### config.mk
export PLATFORM = sky130hd
export DESIGN_NAME = rsc_reset_ctrl
export DESIGN_NICKNAME = d
export VERILOG_FILES = /design/src/design/rsc_pkg.sv /design/src/design/rsc_reset_ctrl.sv
export VERILOG_INCLUDE_DIRS = /design/src /design/src/design
export SDC_FILE = /design/constraint.sdc
export NUM_CORES = 1
export LEC_CHECK = 0
export BUFFER_PORTS_ARGS = -buffer_cell sky130_fd_sc_hd__buf_2
export CAP_MARGIN = 20
export CORE_MARGIN = 2
export CORE_UTILIZATION = 50
export DETAILED_ROUTE_END_ITERATION = 10
export PLACE_DENSITY = 0.81
export RECOVER_POWER = 25
export SYNTH_ARGS = -nofsm -noshare
export SYNTH_HDL_FRONTEND = slang
export SYNTH_SLANG_ARGS = --single-unit
export TNS_END_PERCENT = 50
### constraint.sdc
create_clock -name clk_i -period 1.7 [get_ports clk_i]
set_input_delay 0.085 -clock clk_i [delete_from_list [all_inputs] [get_ports clk_i]]
set_output_delay 0.085 -clock clk_i [all_outputs]
set_load 0.01 [all_outputs]
### src/design/rsc_map.svh
// Register map, field positions, reset values and timing counts of the
// reset source controller. Assumes the including file is compiled once per unit.
`ifndef RSC_MAP_SVH
`define RSC_MAP_SVH
// Register byte offsets on the Wishbone bus.
`define RSC_CAUSE_OFS 8'h00
`define RSC_STATUS_OFS 8'h04
// Field positions in the reset cause and control register.
`define RSC_TRAP_BIT 15
`define RSC_ILLOP_BIT 14
`define RSC_CFGMIS_BIT 9
`define RSC_PMBIAS_BIT 8
`define RSC_PIN_BIT 7
`define RSC_SOFT_BIT 6
`define RSC_WDEN_BIT 5
`define RSC_WATCHDOG_TIMEOUT_FLAG_BIT 4
`define RSC_SLEEP_BIT 3
`define RSC_IDLE_BIT 2
`define RSC_BOR_BIT 1
`define RSC_POR_BIT 0
// Writable bits and value taken at power-on.
`define RSC_CAUSE_MASK 16'hC3FF
`define RSC_CAUSE_POR 16'h0003
// Timing figures in their own units.
`define RSC_CLK_HZ 10000000
`define RSC_PWRT_MS 64
`define RSC_OST_PERIODS 1024
`endif

### src/design/rsc_pkg.sv
// Types shared by the reset source controller.
// Assumes the map header supplies all numeric constants.
package rsc_pkg;
    // Reset release sequencer states.
    typedef enum logic [2:0] {
        RSC_ST_POR = 3'b000,
        RSC_ST_PWRT = 3'b001,
        RSC_ST_RST = 3'b010,
        RSC_ST_RUN = 3'b011
    } rsc_state_t;
    // Oscillator source codes as held in the select fields.
    typedef enum logic [2:0] {
        RSC_OSC_FRC = 3'b000,
        RSC_OSC_FRCPLL = 3'b001,
        RSC_OSC_PRI = 3'b010,
        RSC_OSC_PRIPLL = 3'b011,
        RSC_OSC_SOSC = 3'b100,
        RSC_OSC_LPRC = 3'b101,
        RSC_OSC_RSV = 3'b110,
        RSC_OSC_FRCDIV = 3'b111
    } rsc_osc_t;
endpackage

### src/design/rsc_reset_ctrl.sv
// Reset source controller: merges reset sources into the master reset,
// keeps the cause register, times release and picks the post-reset clock.
// Assumes all inputs synchronous to clk_i except pin and brown-out requests.
//
// The address map and register access over Wishbone were chosen for this implementation.
`timescale 1ns/1ps
`include "rsc_map.svh"
module rsc_reset_ctrl #(
    parameter int PWRT_CYCLES = (`RSC_PWRT_MS * (`RSC_CLK_HZ / 1000)),
    parameter int POR_CYCLES = 16,
    parameter int RST_CYCLES = 16,
    parameter int RC_CYCLES = 16,
    parameter int LOCK_CYCLES = 64,
    parameter int FAILSAFE_CLOCK_MONITOR_CYCLES = 8,
    parameter int CNT_W = 24
) (
    // Clock and power-on reset.
    input wire logic clk_i,
    input wire logic rst_i,
    // Classic Wishbone slave.
    input wire logic cyc_i,
    input wire logic stb_i,
    input wire logic we_i,
    input wire logic [7:0] adr_i,
    input wire logic [1:0] sel_i,
    input wire logic [15:0] dat_i,
    output logic [15:0] dat_o,
    output logic ack_o,
    // Reset request sources.
    input wire logic pin_reset_req_i,
    input wire logic brownout_req_i,
    input wire logic soft_reset_req_i,
    input wire logic wdt_timeout_i,
    input wire logic cfg_mismatch_i,
    input wire logic trap_conflict_i,
    input wire logic illegal_op_i,
    // Power-save and watchdog instruction events.
    input wire logic power_save_instr_sleep_i,
    input wire logic power_save_instr_idle_i,
    input wire logic wdt_clear_i,
    // Configuration and oscillator state.
    input wire logic watchdog_fuse_i,
    input wire logic clk_switch_en_i,
    input wire logic two_speed_en_i,
    input wire logic [2:0] initial_osc_select_i,
    input wire logic [2:0] current_osc_field_i,
    input wire logic osc_tick_i,
    // Reset and clock outputs.
    output logic master_reset_out_o,
    output logic clock_valid_o,
    output logic [2:0] reset_osc_sel_o,
    output logic watchdog_en_o,
    output logic pmem_bias_in_lowpower_o,
    output logic failsafe_clock_monitor_en_o
);
    // Guard against a counter too narrow for the longest delay.
    initial begin
        if (PWRT_CYCLES < 1 || PWRT_CYCLES >= (1 << CNT_W) || RST_CYCLES < 1 ||
            POR_CYCLES < 1 || LOCK_CYCLES >= (1 << CNT_W)) begin
            $error("rsc_reset_ctrl: delay parameters do not fit the counter");
        end
    end

    localparam logic [10:0] OST_COUNT = 11'(`RSC_OST_PERIODS);

    // Synchroniser stages for the asynchronous requests.
    logic [1:0] pin_sync_reg;
    logic [1:0] bor_sync_reg;
    logic pin_meta_reg;
    logic bor_meta_reg;

    // Cause register, sequencer and clock delay state.
    logic [15:0] cause_reg, cause_next;
    rsc_pkg::rsc_state_t state_reg, state_next;
    logic [CNT_W-1:0] cnt_reg, cnt_next;
    logic [CNT_W-1:0] clk_cnt_reg, clk_cnt_next;
    logic [10:0] ost_reg, ost_next;
    logic clk_ok_reg, clk_ok_next;
    logic [2:0] osc_reg, osc_next;
    logic [CNT_W-1:0] failsafe_clock_monitor_cnt_reg, failsafe_clock_monitor_cnt_next;
    logic failsafe_clock_monitor_reg, failsafe_clock_monitor_next;
    logic ack_reg, ack_next;
    logic [15:0] dat_reg, dat_next;
    // Low only in the first cycle after power-on, when the first source is chosen.
    logic por_osc_loaded_reg;

    // Current synchronised levels.
    logic pin_req;
    logic bor_req;
    logic warm_req;
    assign pin_req = pin_sync_reg[1];
    assign bor_req = bor_sync_reg[1];
    // Any non-power-on source; brown-out restarts the power-up timer, the rest the state timer, but only from the state timer or run state.
    assign warm_req = pin_req | bor_req | soft_reset_req_i | wdt_timeout_i |
                      cfg_mismatch_i | trap_conflict_i | illegal_op_i;

    // Source-dependent clock delay, in cycles.
    function automatic logic [CNT_W-1:0] clk_delay(input logic [2:0] src);
        unique case (src)
            rsc_pkg::RSC_OSC_FRC, rsc_pkg::RSC_OSC_FRCDIV,
            rsc_pkg::RSC_OSC_LPRC: clk_delay = CNT_W'(RC_CYCLES);
            rsc_pkg::RSC_OSC_FRCPLL: clk_delay = CNT_W'(RC_CYCLES + LOCK_CYCLES);
            rsc_pkg::RSC_OSC_PRIPLL: clk_delay = CNT_W'(LOCK_CYCLES);
            default: clk_delay = '0;
        endcase
    endfunction

    // Crystal sources also wait for the start-up timer.
    function automatic logic is_xtal(input logic [2:0] src);
        is_xtal = (src == rsc_pkg::RSC_OSC_PRI) || (src == rsc_pkg::RSC_OSC_PRIPLL) ||
                  (src == rsc_pkg::RSC_OSC_SOSC);
    endfunction

    // Three flip-flops per asynchronous request; each stage feeds only the next.
    always_ff @(posedge clk_i) begin
        pin_meta_reg <= pin_reset_req_i;
        bor_meta_reg <= brownout_req_i;
        pin_sync_reg <= {pin_sync_reg[0], pin_meta_reg};
        bor_sync_reg <= {bor_sync_reg[0], bor_meta_reg};
    end

    // Cause register: hardware sets win over a same-cycle software write.
    always_comb begin
        cause_next = cause_reg;
        if (cyc_i && stb_i && we_i && !ack_reg && adr_i == `RSC_CAUSE_OFS) begin
            // Writes only store; they raise no reset.
            if (sel_i[0]) cause_next[7:0] = dat_i[7:0];
            if (sel_i[1]) cause_next[15:8] = dat_i[15:8];
            cause_next = cause_next & `RSC_CAUSE_MASK;
        end
        if (wdt_clear_i || power_save_instr_sleep_i || power_save_instr_idle_i) begin
            cause_next[`RSC_WATCHDOG_TIMEOUT_FLAG_BIT] = 1'b0;
        end
        if (trap_conflict_i) cause_next[`RSC_TRAP_BIT] = 1'b1;
        if (illegal_op_i) cause_next[`RSC_ILLOP_BIT] = 1'b1;
        if (cfg_mismatch_i) cause_next[`RSC_CFGMIS_BIT] = 1'b1;
        if (pin_req) cause_next[`RSC_PIN_BIT] = 1'b1;
        if (soft_reset_req_i) cause_next[`RSC_SOFT_BIT] = 1'b1;
        if (wdt_timeout_i) cause_next[`RSC_WATCHDOG_TIMEOUT_FLAG_BIT] = 1'b1;
        if (power_save_instr_sleep_i) cause_next[`RSC_SLEEP_BIT] = 1'b1;
        if (power_save_instr_idle_i) cause_next[`RSC_IDLE_BIT] = 1'b1;
        if (bor_req) cause_next[`RSC_BOR_BIT] = 1'b1;
    end

    // Release sequencer: power-on, power-up timer, then state timer.
    always_comb begin
        state_next = state_reg;
        cnt_next = cnt_reg;
        unique case (state_reg)
            rsc_pkg::RSC_ST_POR: begin
                if (cnt_reg >= CNT_W'(POR_CYCLES - 1)) begin
                    state_next = rsc_pkg::RSC_ST_PWRT;
                    cnt_next = '0;
                end else begin
                    cnt_next = cnt_reg + 1'b1;
                end
            end
            rsc_pkg::RSC_ST_PWRT: begin
                if (cnt_reg >= CNT_W'(PWRT_CYCLES - 1)) begin
                    state_next = rsc_pkg::RSC_ST_RST;
                    cnt_next = '0;
                end else begin
                    cnt_next = cnt_reg + 1'b1;
                end
            end
            rsc_pkg::RSC_ST_RST: begin
                if (cnt_reg >= CNT_W'(RST_CYCLES - 1)) begin
                    state_next = rsc_pkg::RSC_ST_RUN;
                    cnt_next = '0;
                end else begin
                    cnt_next = cnt_reg + 1'b1;
                end
            end
            default: begin
                cnt_next = '0;
            end
        endcase
        // A brown-out restarts at the power-up timer, other sources at the state timer, but only from the state timer or run state.
        if (bor_req) begin
            state_next = rsc_pkg::RSC_ST_PWRT;
            cnt_next = '0;
        end else if (warm_req) begin
            if (state_reg == rsc_pkg::RSC_ST_RUN || state_reg == rsc_pkg::RSC_ST_RST) begin
                state_next = rsc_pkg::RSC_ST_RST;
                cnt_next = '0;
            end
        end
    end

    // Clock source choice and its start-up delay, running beside the reset delay.
    always_comb begin
        osc_next = osc_reg;
        clk_cnt_next = clk_cnt_reg;
        ost_next = ost_reg;
        clk_ok_next = clk_ok_reg;
        if (!por_osc_loaded_reg) begin
            // Power-on: two-speed start runs on the fast RC, else on the configured source.
            if (two_speed_en_i) begin
                osc_next = rsc_pkg::RSC_OSC_FRC;
            end else begin
                osc_next = initial_osc_select_i;
            end
            clk_cnt_next = '0;
            ost_next = '0;
            clk_ok_next = 1'b0;
        end else if (bor_req || (warm_req && state_reg == rsc_pkg::RSC_ST_RUN)) begin
            // Switching enabled: warm resets other than brown-out keep the running source.
            if (clk_switch_en_i && !bor_req) begin
                osc_next = current_osc_field_i;
            end else begin
                osc_next = initial_osc_select_i;
            end
            clk_cnt_next = '0;
            ost_next = '0;
            clk_ok_next = 1'b0;
        end else if (!clk_ok_reg) begin
            if (clk_cnt_reg < clk_delay(osc_reg)) begin
                clk_cnt_next = clk_cnt_reg + 1'b1;
            end
            if (is_xtal(osc_reg) && osc_tick_i && ost_reg < OST_COUNT) begin
                ost_next = ost_reg + 1'b1;
            end
            if (clk_cnt_reg >= clk_delay(osc_reg) &&
                (!is_xtal(osc_reg) || ost_reg >= OST_COUNT)) begin
                clk_ok_next = 1'b1;
            end
        end
    end

    // Clock monitor start waits a fixed delay after reset release.
    always_comb begin
        failsafe_clock_monitor_cnt_next = failsafe_clock_monitor_cnt_reg;
        failsafe_clock_monitor_next = failsafe_clock_monitor_reg;
        if (state_reg != rsc_pkg::RSC_ST_RUN) begin
            failsafe_clock_monitor_cnt_next = '0;
            failsafe_clock_monitor_next = 1'b0;
        end else if (!failsafe_clock_monitor_reg) begin
            if (failsafe_clock_monitor_cnt_reg >= CNT_W'(FAILSAFE_CLOCK_MONITOR_CYCLES - 1)) begin
                failsafe_clock_monitor_next = 1'b1;
            end else begin
                failsafe_clock_monitor_cnt_next = failsafe_clock_monitor_cnt_reg + 1'b1;
            end
        end
    end

    // Wishbone answer: one-cycle ack, zero for unmapped reads.
    always_comb begin
        ack_next = cyc_i && stb_i && !ack_reg;
        dat_next = dat_reg;
        if (cyc_i && stb_i && !ack_reg && !we_i) begin
            unique case (adr_i)
                `RSC_CAUSE_OFS: dat_next = cause_reg;
                `RSC_STATUS_OFS: dat_next = {12'h000, failsafe_clock_monitor_reg, clk_ok_reg,
                                             state_reg == rsc_pkg::RSC_ST_RUN, 1'b0};
                default: dat_next = 16'h0000;
            endcase
        end
    end

    // State registers; the power-on reset loads constants only.
    always_ff @(posedge clk_i) begin
        if (rst_i) begin
            cause_reg <= `RSC_CAUSE_POR;
            state_reg <= rsc_pkg::RSC_ST_POR;
            cnt_reg <= '0;
            clk_cnt_reg <= '0;
            ost_reg <= '0;
            clk_ok_reg <= 1'b0;
            osc_reg <= rsc_pkg::RSC_OSC_FRC;
            failsafe_clock_monitor_cnt_reg <= '0;
            failsafe_clock_monitor_reg <= 1'b0;
            ack_reg <= 1'b0;
            dat_reg <= 16'h0000;
        end else begin
            cause_reg <= cause_next;
            state_reg <= state_next;
            cnt_reg <= cnt_next;
            clk_cnt_reg <= clk_cnt_next;
            ost_reg <= ost_next;
            clk_ok_reg <= clk_ok_next;
            osc_reg <= osc_next;
            failsafe_clock_monitor_cnt_reg <= failsafe_clock_monitor_cnt_next;
            failsafe_clock_monitor_reg <= failsafe_clock_monitor_next;
            ack_reg <= ack_next;
            dat_reg <= dat_next;
        end
    end

    // Marks that the power-on source choice has been made.
    always_ff @(posedge clk_i) begin
        if (rst_i) begin
            por_osc_loaded_reg <= 1'b0;
        end else begin
            por_osc_loaded_reg <= 1'b1;
        end
    end

    // Outputs.
    assign master_reset_out_o = (state_reg != rsc_pkg::RSC_ST_RUN) | warm_req;
    // A fresh warm request withdraws the clock at once, together with master reset.
    assign clock_valid_o = clk_ok_reg & (state_reg == rsc_pkg::RSC_ST_RUN) & !warm_req;
    assign reset_osc_sel_o = osc_reg;
    assign watchdog_en_o = watchdog_fuse_i | cause_reg[`RSC_WDEN_BIT];
    assign pmem_bias_in_lowpower_o = cause_reg[`RSC_PMBIAS_BIT];
    assign failsafe_clock_monitor_en_o = failsafe_clock_monitor_reg;
    assign dat_o = dat_reg;
    assign ack_o = ack_reg;
endmodule // rsc_reset_ctrl

==> results of run 1 <==
==> kinds of logic (layout without fill, tap and decap cells) <==
group | count (synthesis) | in the layout | synth area share, %
multiplexers | 10 | 10 | 2.24
XOR/XNOR | 32 | 32 | 5.84
AND/OR/NAND/NOR | 239 | 239 | 26.5
buffers and inverters | 35 | 209 | 3.50
flip-flops | 123 | 123 | 51.3
AO/OA/AOI/OAI | 55 | 55 | 8.69
other | 1 | 9 | 0.0782
adder cells (fa/ha/maj) | 7 | 7 | 1.83
==> stage by stage <==
step | instances | utilization (%) | setup slack (ns) | TNS (ns) | total power [mW]
after floorplan | 509 | - | -0.0627 | -0.189 | 3.21
after global placement | 735 | 60.7 | -0.0819 | -0.244 | 3.34
after detailed placement | 735 | 60.7 | -0.135 | -1.23 | 3.35
final | 813 | 75.9 | -0.179 | -3.78 | 7.13
after global routing | 812 | 75.9 | -0.259 | -7.28 | 7.28
after CTS | 804 | 72.0 | -0.0953 | -0.448 | 6.98
==> path summary, 6_finish.rpt <==
check,startpoint,to,depth (start not counted)
hold reg to reg,pin_meta_reg$_DFF_P_,pin_sync_reg[0]$_DFF_P_,0
hold / removal,initial_osc_select_i[2],reset_osc_sel_o[2]$_SDFFE_PP0P_,3
setup reg to reg,reset_osc_sel_o[2]$_SDFFE_PP0P_,clk_cnt_reg[0]$_SDFFE_PP0P_,9
setup / recovery,reset_osc_sel_o[2]$_SDFFE_PP0P_,clk_cnt_reg[0]$_SDFFE_PP0P_,9
==> worst max-delay path, delay by kind of cell (launching register included) <==
kind,cells,cell delay [ns]
flops,1,0.37
compound gates,2,0.35
simple gates,4,0.49
xor+xnor,1,0.16
buf+inv,1,0.22
fa+ha+maj,1,0.18
==> final cells by class <==
class / count / area (sq um)
multi-input cells: 351 / 2540
clock buffers: 18 / 418
well taps: 129 / 161
clock inverters: 14 / 170
flip-flops and latches: 123 / 2490
repair buffers: 161 / 1200
fillers: 565 / 2240
diodes: 1 / 2.50
inverters: 16 / 60.1
==> layer usage <==
layer	vias up	share of wire, %	track usage (%)	routed length, microns
met4	0	8.3	20.6	1400
met2	308	51	50.3	8620
met1	2220	33	29.2	5550
met3	133	7.3	7.39	1220
met5	-	0	0	0
li1	2098	-	-	-
==> placed cells by master, fill, tap and decap left out, types with 4 or more instances in the layout <==
cell / instances
and2_1: 16
a22oi_1: 14
a211oi_1: 11
dfxtp_1: 111
dlygate4sd3_1: 31
and3_1: 23
clkbuf_16: 18
buf_4: 54
xor2_1: 16
a21oi_1: 8
nor2_2: 8
nor2_4: 13
clkbuf_1: 9
buf_6: 5
dfxtp_2: 8
nor4_4: 4
mux2i_1: 4
conb_1: 8
nor2_1: 57
buf_2: 57
nor4_1: 10
dfxtp_4: 4
inv_1: 16
clkinv_2: 4
nand4_1: 11
nand3_1: 18
ha_1: 5
nand2_1: 22
nor4_2: 6
xnor2_1: 16
nor3_1: 11
mux2_2: 6
nor3b_1: 4
nor3_2: 10
==> power groups by stage <==
stage          registers, mW  clock network (mW)  logic [mW]
3_5_place_dp            3.02                   0       0.329
5_1_grt                 2.97                3.78       0.530
3_3_place_gp            3.02                   0       0.316
2_1_floorplan           3.02                   0       0.194
4_1_cts                 2.96                3.59       0.424
6_report                2.97                3.66       0.502
==> repair_timing <==
item | 4_1_cts | 5_1_grt
setup endpoints to repair | 39 | 66
gates cloned | 0 | 2
endpoints found under the hold margin | 24 | 0
pin swaps | 10 | 19
hold buffers | 31 | 0
resized for setup | 23 | 70
buffers inserted | 6 | 7
==> flow_metrics.tcl, run 1 <==
set metrics [dict create \
    arrival_ns 2.30 \
    grt_max_degree 28 \
    critical_path.max_fanout 7 \
    area_delta_synth_final_pct 46.9 \
    endpoint_kind "flop" \
    drive_gt1_share_pct 35.0 \
    ys.flop_type "dfxtp_1" \
    numPortBuffers 67 \
    grt-ovfl-total 0 \
    worstSkewPairLatency_ns 0.54 \
    yosysMostFrequentCell "dfxtp_1" \
    synth_edf_count 0 \
    vias 4759 \
    synth_area_leader_cell "dfxtp_1" \
    cts_root_buffer "clkbuf_8" \
    dpl-instance-area_sq_um 5640 \
    dieArea_sq_um 10400 \
    drc 0 \
    grtUsageTotal_pct 28.5 \
    globalplace.congestion 0.893 \
    ys_seq_area_share_pct 51.3 \
    htree_levels 4 \
    crit_required_ns 2.12 \
    pwr-share-seq_pct 41.7 \
    status "complete, but fails checks" \
    cts_made_buffers 17 \
    max_stage_delay_ns 0.37 \
    cts_tree "yes" \
    peakVddDrop_v 0.000923 \
    synth_common_cells "dfxtp_1, nor2_1, and3_1" \
    p_comb_share_pct 7.0 \
    power.density_nw_per_um2 1010 \
    slew_viol_final 0 \
    yosys-top-cells-area "dfxtp_1, nor2_1, and3_1" \
    core_area_sq_um 9280 \
    cts_buffer_depth 2 \
    via_per_inst 5.85 \
    place.detailed.hpwl_microns 7610 \
    power_frac_clock_pct 51.3 \
    grt_setup_unrepaired "yes" \
    boundaryPins 76 \
    cpMaxStageDelayCell "dfxtp_4" \
    cap_violations 0 \
    drt_iter0_drc 397 \
    postRouteAntennaNets 0 \
    power_leakage_nw 2.89 \
    syn_area_sq_um 4800 \
    grt_pass1_vias 4711 \
    synth_top_area_share_pct 51.3 \
    initial_core_util_pct 51.7 \
    whs_ns 0.000862 \
    clock_skew_ns 0.0110 \
    rows 35 \
    clkTransAtPathRegs_ns 0.06 \
    yosys_warnings 0 \
    p_int_mw 5.42 \
    power_switching_mw 1.71 \
    async_flop_share_pct 0 \
    syn_area_per_cell_sq_um 9.55 \
    switching_share_pct 24.0 \
    ff2ff_setup_slack_ns -0.18 \
    fin_area_sq_um 7050 \
    fmax_mhz 532 \
    fin_crit_sh_pct 111 \
    holdCritPathClass "in2reg" \
    antenna_found_initial 0 \
    fin_crit_ns 1.88 \
    grt_pass1_wl_microns 22500 \
    dieHeight_microns 102 \
    synthCells 502 \
    violations "negative setup slack" \
    dr.pass1.iters 5 \
    fp.dieW_microns 102 \
    nets 728 \
    cts_sinks 123 \
    wire_per_inst_microns 20.7 \
    synth-seq-cells 123 \
    wirelength_microns 16800 \
    setup_viol 37 \
    worstPathCellList "nand2b_4 -> a21boi_2 -> ha_2 -> nor2b_4 -> o2111ai_4 -> buf_4 -> nor2_4 -> xnor2_1 -> nor2_1" \
    startpoint_type "flop" \
    synth.distinct_cells 56 \
    hold_viol_final 0 \
    setup_ws_ns -0.179 \
    critical_path_class "reg2reg" \
]
(Power assumes the default switching activity.)
==> inputs of run 2 (changes only) <==
Settings changed: CORE_MARGIN 2 to unset.
==> run 2 against run 1 <==
The run still ends with negative setup slack left. Clock skew down 0.0030 ns. Utilization down 2.9 points. Clock-buffer cell count up 4. Critical path type unchanged.
==> flow_metrics.tcl, run 2 (synthesized netlist as in run 1, its figures left out) <==
set metrics [dict create \
    status "complete, but fails checks" \
    violations "negative setup slack" \
    vias 4629 \
    rows 35 \
    power.density_nw_per_um2 985 \
    startpoint_type "flop" \
    nets 720 \
    grtUsageTotal_pct 29.8 \
    globalplace.congestion 0.819 \
    p_comb_share_pct 7.4 \
    hold_viol_final 0 \
    dieHeight_microns 99.9 \
    p_total_mw 6.68 \
    htree_levels 4 \
    power_frac_clock_pct 48.1 \
    place.detailed.hpwl_microns 7580 \
    endpoint_kind "flop" \
    worstSkewPairLatency_ns 0.52 \
    tns_ns -0.788 \
    antenna_found_initial 0 \
    holdCritPathClass "in2reg" \
    critical_path.max_fanout 6 \
    final_util_pct 73.0 \
    grt_setup_unrepaired "yes" \
    fmax_mhz 540 \
    boundaryPins 76 \
    drive_gt1_share_pct 31.8 \
    dieArea_sq_um 9990 \
    grt_max_degree 30 \
    slew_viol_final 0 \
    power_switching_mw 1.56 \
    cts_sinks 123 \
    crit_required_ns 2.10 \
    cp_top_family "simple AND/OR/NAND/NOR gates" \
    core_area_sq_um 9280 \
    setup_viol 14 \
    place_inst 734 \
    fin_cells 802 \
    cpMaxStageDelayCell "dfxtp_2" \
    dr.pass1.iters 5 \
    setup_ws_ns -0.154 \
    pre_cts_slack_ns -0.176 \
    fin_crit_sh_pct 109 \
    drc 0 \
    postRouteAntennaNets 0 \
    final_cell_mix "dfxtp_1, nor2_1, buf_2" \
    switching_share_pct 23.3 \
    max_stage_delay_ns 0.35 \
    critical_path_class "reg2reg" \
    initial_core_util_pct 51.7 \
    clkTransAtPathRegs_ns 0.06 \
    critPathBufInv 1 \
    cts_buffer_depth 2 \
    area_delta_synth_final_pct 41.4 \
    wire_per_inst_microns 18.8 \
    fin_crit_ns 1.85 \
    clock_skew_ns 0.00803 \
    wirelength_microns 15100 \
    pwr-share-seq_pct 44.5 \
    p_int_mw 5.12 \
    via_per_inst 5.77 \
    drt_iter0_drc 320 \
    worstPathCellList "nand2b_4 -> a21boi_2 -> ha_2 -> nor2b_4 -> o2111ai_4 -> buf_6 -> nor2_4 -> xnor2_2 -> nor2_1" \
    dpl-instance-area_sq_um 5640 \
    peakVddDrop_v 0.000860 \
    grt_pass1_vias 4649 \
    arrival_ns 2.25 \
    fp.dieW_microns 99.9 \
    grt-ovfl-total 0 \
    cts_root_buffer "clkbuf_8" \
    power_leakage_nw 2.79 \
    numPortBuffers 67 \
    diodes 0 \
    cts_tree "yes" \
    cts_made_buffers 17 \
    grt_pass1_wl_microns 22700 \
    whs_ns 0.0730 \
    fin_area_sq_um 6780 \
    final_common_cell "dfxtp_1" \
    cap_violations 0 \
]
run 2: final cells by class:
class / instances / area (sq um)
Fill cell: 556 / 2500
Sequential cell: 123 / 2480
Multi-Input combinational cell: 351 / 2440
Timing Repair Buffer: 153 / 1120
Clock buffer: 22 / 443
Tap cell: 129 / 161
Clock inverter: 8 / 72.6
Inverter: 16 / 60.1
run 2: timing repair:
| action | CTS | global route |
|---|---|---|
| gates resized for setup | 29 | 28 |
| hold buffers | 32 | 0 |
| hold endpoints to repair | 21 | 0 |
| setup endpoints to repair | 37 | 53 |
| pin swaps | 10 | 11 |
| buffers inserted | 6 | 1 |
run 2: final timing paths:
kind	to	from	cells past startpoint	slack, ns
worst max-delay path	clk_cnt_reg[0]$_SDFFE_PP0P_	reset_osc_sel_o[2]$_SDFFE_PP0P_	9	-0.15
worst min-delay path	dat_o[3]$_SDFFE_PP0P_	we_i	4	0.07
worst max register to register	clk_cnt_reg[0]$_SDFFE_PP0P_	reset_osc_sel_o[2]$_SDFFE_PP0P_	9	-0.15
worst min register to register	pin_sync_reg[1]$_DFF_P_	pin_sync_reg[0]$_DFF_P_	0	0.33
run 2: power groups by stage:
stage / clock network, mW / registers (mW) / logic, mW
finish: 3.21 / 2.97 / 0.492
global route: 3.37 / 2.97 / 0.520
CTS: 3.19 / 2.96 / 0.429
detailed placement: 0 / 3.02 / 0.335
global placement: 0 / 3.02 / 0.324
floorplan: 0 / 3.02 / 0.194
run 2: worst register-to-register path: stages, from the launching register on:
cell and delay, ns:
dfxtp_2 0.35, nand2b_4 0.13, a21boi_2 0.16, ha_2 0.18
nor2b_4 0.16, o2111ai_4 0.21, buf_6 0.21, nor2_4 0.16
xnor2_2 0.13, nor2_1 0.06
run 2: metal layers:
| metal | vias to the layer above | GRT usage, % | share of wire, % |
|---|---|---|---|
| met5 | - | 0 | 0 |
| met4 | 0 | 18.1 | 4.7 |
| met3 | 79 | 8.98 | 6.6 |
| met2 | 273 | 51.5 | 52 |
| met1 | 2199 | 32.0 | 37 |
| li1 | 2078 | - | - |
==> inputs of run 3 (changes only) <==
Settings changed: CORE_UTILIZATION 50 to 53, CTS_BUF_LIST set to sky130_fd_sc_hd__clkbuf_4, PLACE_DENSITY 0.81 to 0.84.
==> run 3 against run 2 <==
The run still ends with negative setup slack left. Maximum frequency rose by 0.58%. Clock-buffer cell count fell by 5. Sequential cell count did not move. Die area fell by 5.5%. First-iteration DRC count fell by 9.1%. Design area fell by 3.5%. Worst setup slack improved by 0.011 ns. Critical path type unchanged. Critical endpoint is now cnt_reg[1]$_SDFF_PP0_.
==> flow_metrics.tcl, run 3 (synthesized netlist as in run 1, its figures left out) <==
set metrics [dict create \
    cts_made_buffers 17 \
    hold_viol_final 0 \
    whs_ns 0.0365 \
    startpoint_type "flop" \
    via_per_inst 5.84 \
    setup_viol 28 \
    critPathBufInv 3 \
    p_comb_share_pct 9.0 \
    place.detailed.hpwl_microns 7750 \
    dieArea_sq_um 9430 \
    area_delta_synth_final_pct 36.5 \
    grt-ovfl-total 0 \
    grt_setup_unrepaired "yes" \
    initial_core_util_pct 55.0 \
    vias 4588 \
    pwr-share-seq_pct 56.3 \
    peakVddDrop_v 0.000971 \
    postRouteAntennaNets 0 \
    final_util_pct 75.1 \
    power_switching_mw 1.42 \
    cpMostUsedCell "buf_4" \
    drc 0 \
    fmax_mhz 543 \
    max_stage_delay_ns 0.38 \
    power_frac_clock_pct 34.7 \
    grt_max_degree 31 \
    htree_levels 4 \
    numPortBuffers 67 \
    final_cell_mix "dfxtp_1, nor2_1, buf_2" \
    grt_pass1_wl_microns 21700 \
    fp.dieW_microns 97.1 \
    critical_path.max_fanout 8 \
    cts_buffer_depth 2 \
    switching_share_pct 27.0 \
    boundaryPins 76 \
    critical_path_class "reg2reg" \
    crit_required_ns 2.15 \
    antenna_found_initial 1 \
    endpoint_kind "flop" \
    final_common_cell "dfxtp_1" \
    dieHeight_microns 97.1 \
    clock_skew_ns 0.0276 \
    clkTransAtPathRegs_ns 0.11 \
    nets 722 \
    worst_slew_pin_slew_ns 0.768 \
    fin_crit_ns 1.84 \
    p_total_mw 5.26 \
    power.density_nw_per_um2 804 \
    violations "negative setup slack" \
    cp_top_family "buffers and inverters" \
    grt_pass1_vias 4636 \
    drt_iter0_drc 291 \
    setup_ws_ns -0.143 \
    globalplace.congestion 0.850 \
    power_leakage_nw 2.66 \
    cts_sinks 123 \
    relSlewSlack_pct 48.8 \
    cpMaxStageDelayCell "dfxtp_4" \
    status "complete, but fails checks" \
    wire_per_inst_microns 19.1 \
    cap_violations 0 \
    worstSkewPairLatency_ns 0.52 \
    core_area_sq_um 8720 \
    cts_tree "yes" \
    fin_crit_sh_pct 108 \
    wirelength_microns 15000 \
    cts_root_buffer "clkbuf_4" \
    grtUsageTotal_pct 29.3 \
    p_int_mw 3.84 \
    rows 34 \
    slew_viol_final 0 \
    drive_gt1_share_pct 33.2 \
    dr.pass1.iters 5 \
    arrival_ns 2.29 \
    holdCritPathClass "in2reg" \
    worstPathCellList "nor4_4 -> buf_4 -> o211ai_1 -> a211oi_2 -> buf_4 -> o21bai_4 -> clkbuf_16 -> nor2_1" \
]
==> run 3: changes by cell type in the layout (fill, tap and decap cells not counted), moves of 4 or more <==
cell | before | now
clkinv_1 | 0 | 5
nor2_1 | 72 | 61
nor4_1 | 8 | 12
nor2_4 | 2 | 15
buf_4 | 49 | 53
clkbuf_4 | 0 | 17
clkbuf_16 | 16 | 2
buf_2 | 65 | 61
==> run 3: power by group through the flow <==
stage	clock, mW	sequential (mW)	combinational (mW)
2_1_floorplan	0	3.02	0.194
3_3_place_gp	0	3.02	0.317
3_5_place_dp	0	3.02	0.333
4_1_cts	1.80	2.96	0.424
5_1_grt	1.94	2.97	0.504
6_report	1.83	2.96	0.473
==> run 3: routing by layer <==
metal,global-route usage [%],routed length (microns),vias to the layer above,part of all wire (%)
li1,-,-,2086,-
met1,30.0,5510,2180,37
met2,50.7,7670,226,51
met3,8.13,753,96,5.0
met4,21.9,1080,0,7.2
met5,0,0,-,0
==> run 3: layout make-up <==
cell class / instances / area [sq um]
inverters: 16 / 60.1
clock buffers: 17 / 128
repair buffers: 155 / 1140
fillers: 533 / 2170
multi-input cells: 351 / 2490
diodes: 1 / 2.50
well taps: 108 / 135
flip-flops and latches: 123 / 2490
clock inverters: 15 / 108
==> run 3: worst paths after layout <==
path	cells past startpoint	startpoint	end	slack [ns]
worst max-delay path	8	cnt_reg[10]$_SDFF_PP0_	cnt_reg[1]$_SDFF_PP0_	-0.14
worst min-delay path	3	initial_osc_select_i[0]	reset_osc_sel_o[0]$_SDFFE_PP0P_	0.04
worst max register to register	8	cnt_reg[10]$_SDFF_PP0_	cnt_reg[1]$_SDFF_PP0_	-0.14
worst min register to register	0	pin_sync_reg[0]$_DFF_P_	pin_sync_reg[1]$_DFF_P_	0.33
==> run 3: through the flow <==
step / cell area (sq um) / setup TNS [ns] / cells / worst slack (ns)
floorplan: 4870 / -0.189 / 509 / -0.0627
global placement: 5620 / -0.333 / 715 / -0.0795
detailed placement: 5620 / -2.50 / 715 / -0.185
CTS: 6310 / -0.0580 / 781 / -0.0373
global route: 6550 / -4.14 / 786 / -0.192
finish: 6550 / -2.36 / 786 / -0.143
==> run 3: what timing repair did <==
item                                    in CTS  in global routing
pin swaps                                   13                 20
hold buffers                                29                  0
hold endpoints to repair                    20                  0
endpoints found under the setup margin      39                 42
gates resized for setup                     31                 47
buffers inserted                             6                  3
cloned                                       0                  2
==> run 3: worst reg2reg max path, delay by kind of cell, from the launching register on <==
kind / cells / cell delay (ns)
buffers and inverters: 3 / 0.54
AO/OA/AOI/OAI: 3 / 0.46
AND/OR/NAND/NOR: 2 / 0.39
flip-flops: 1 / 0.38
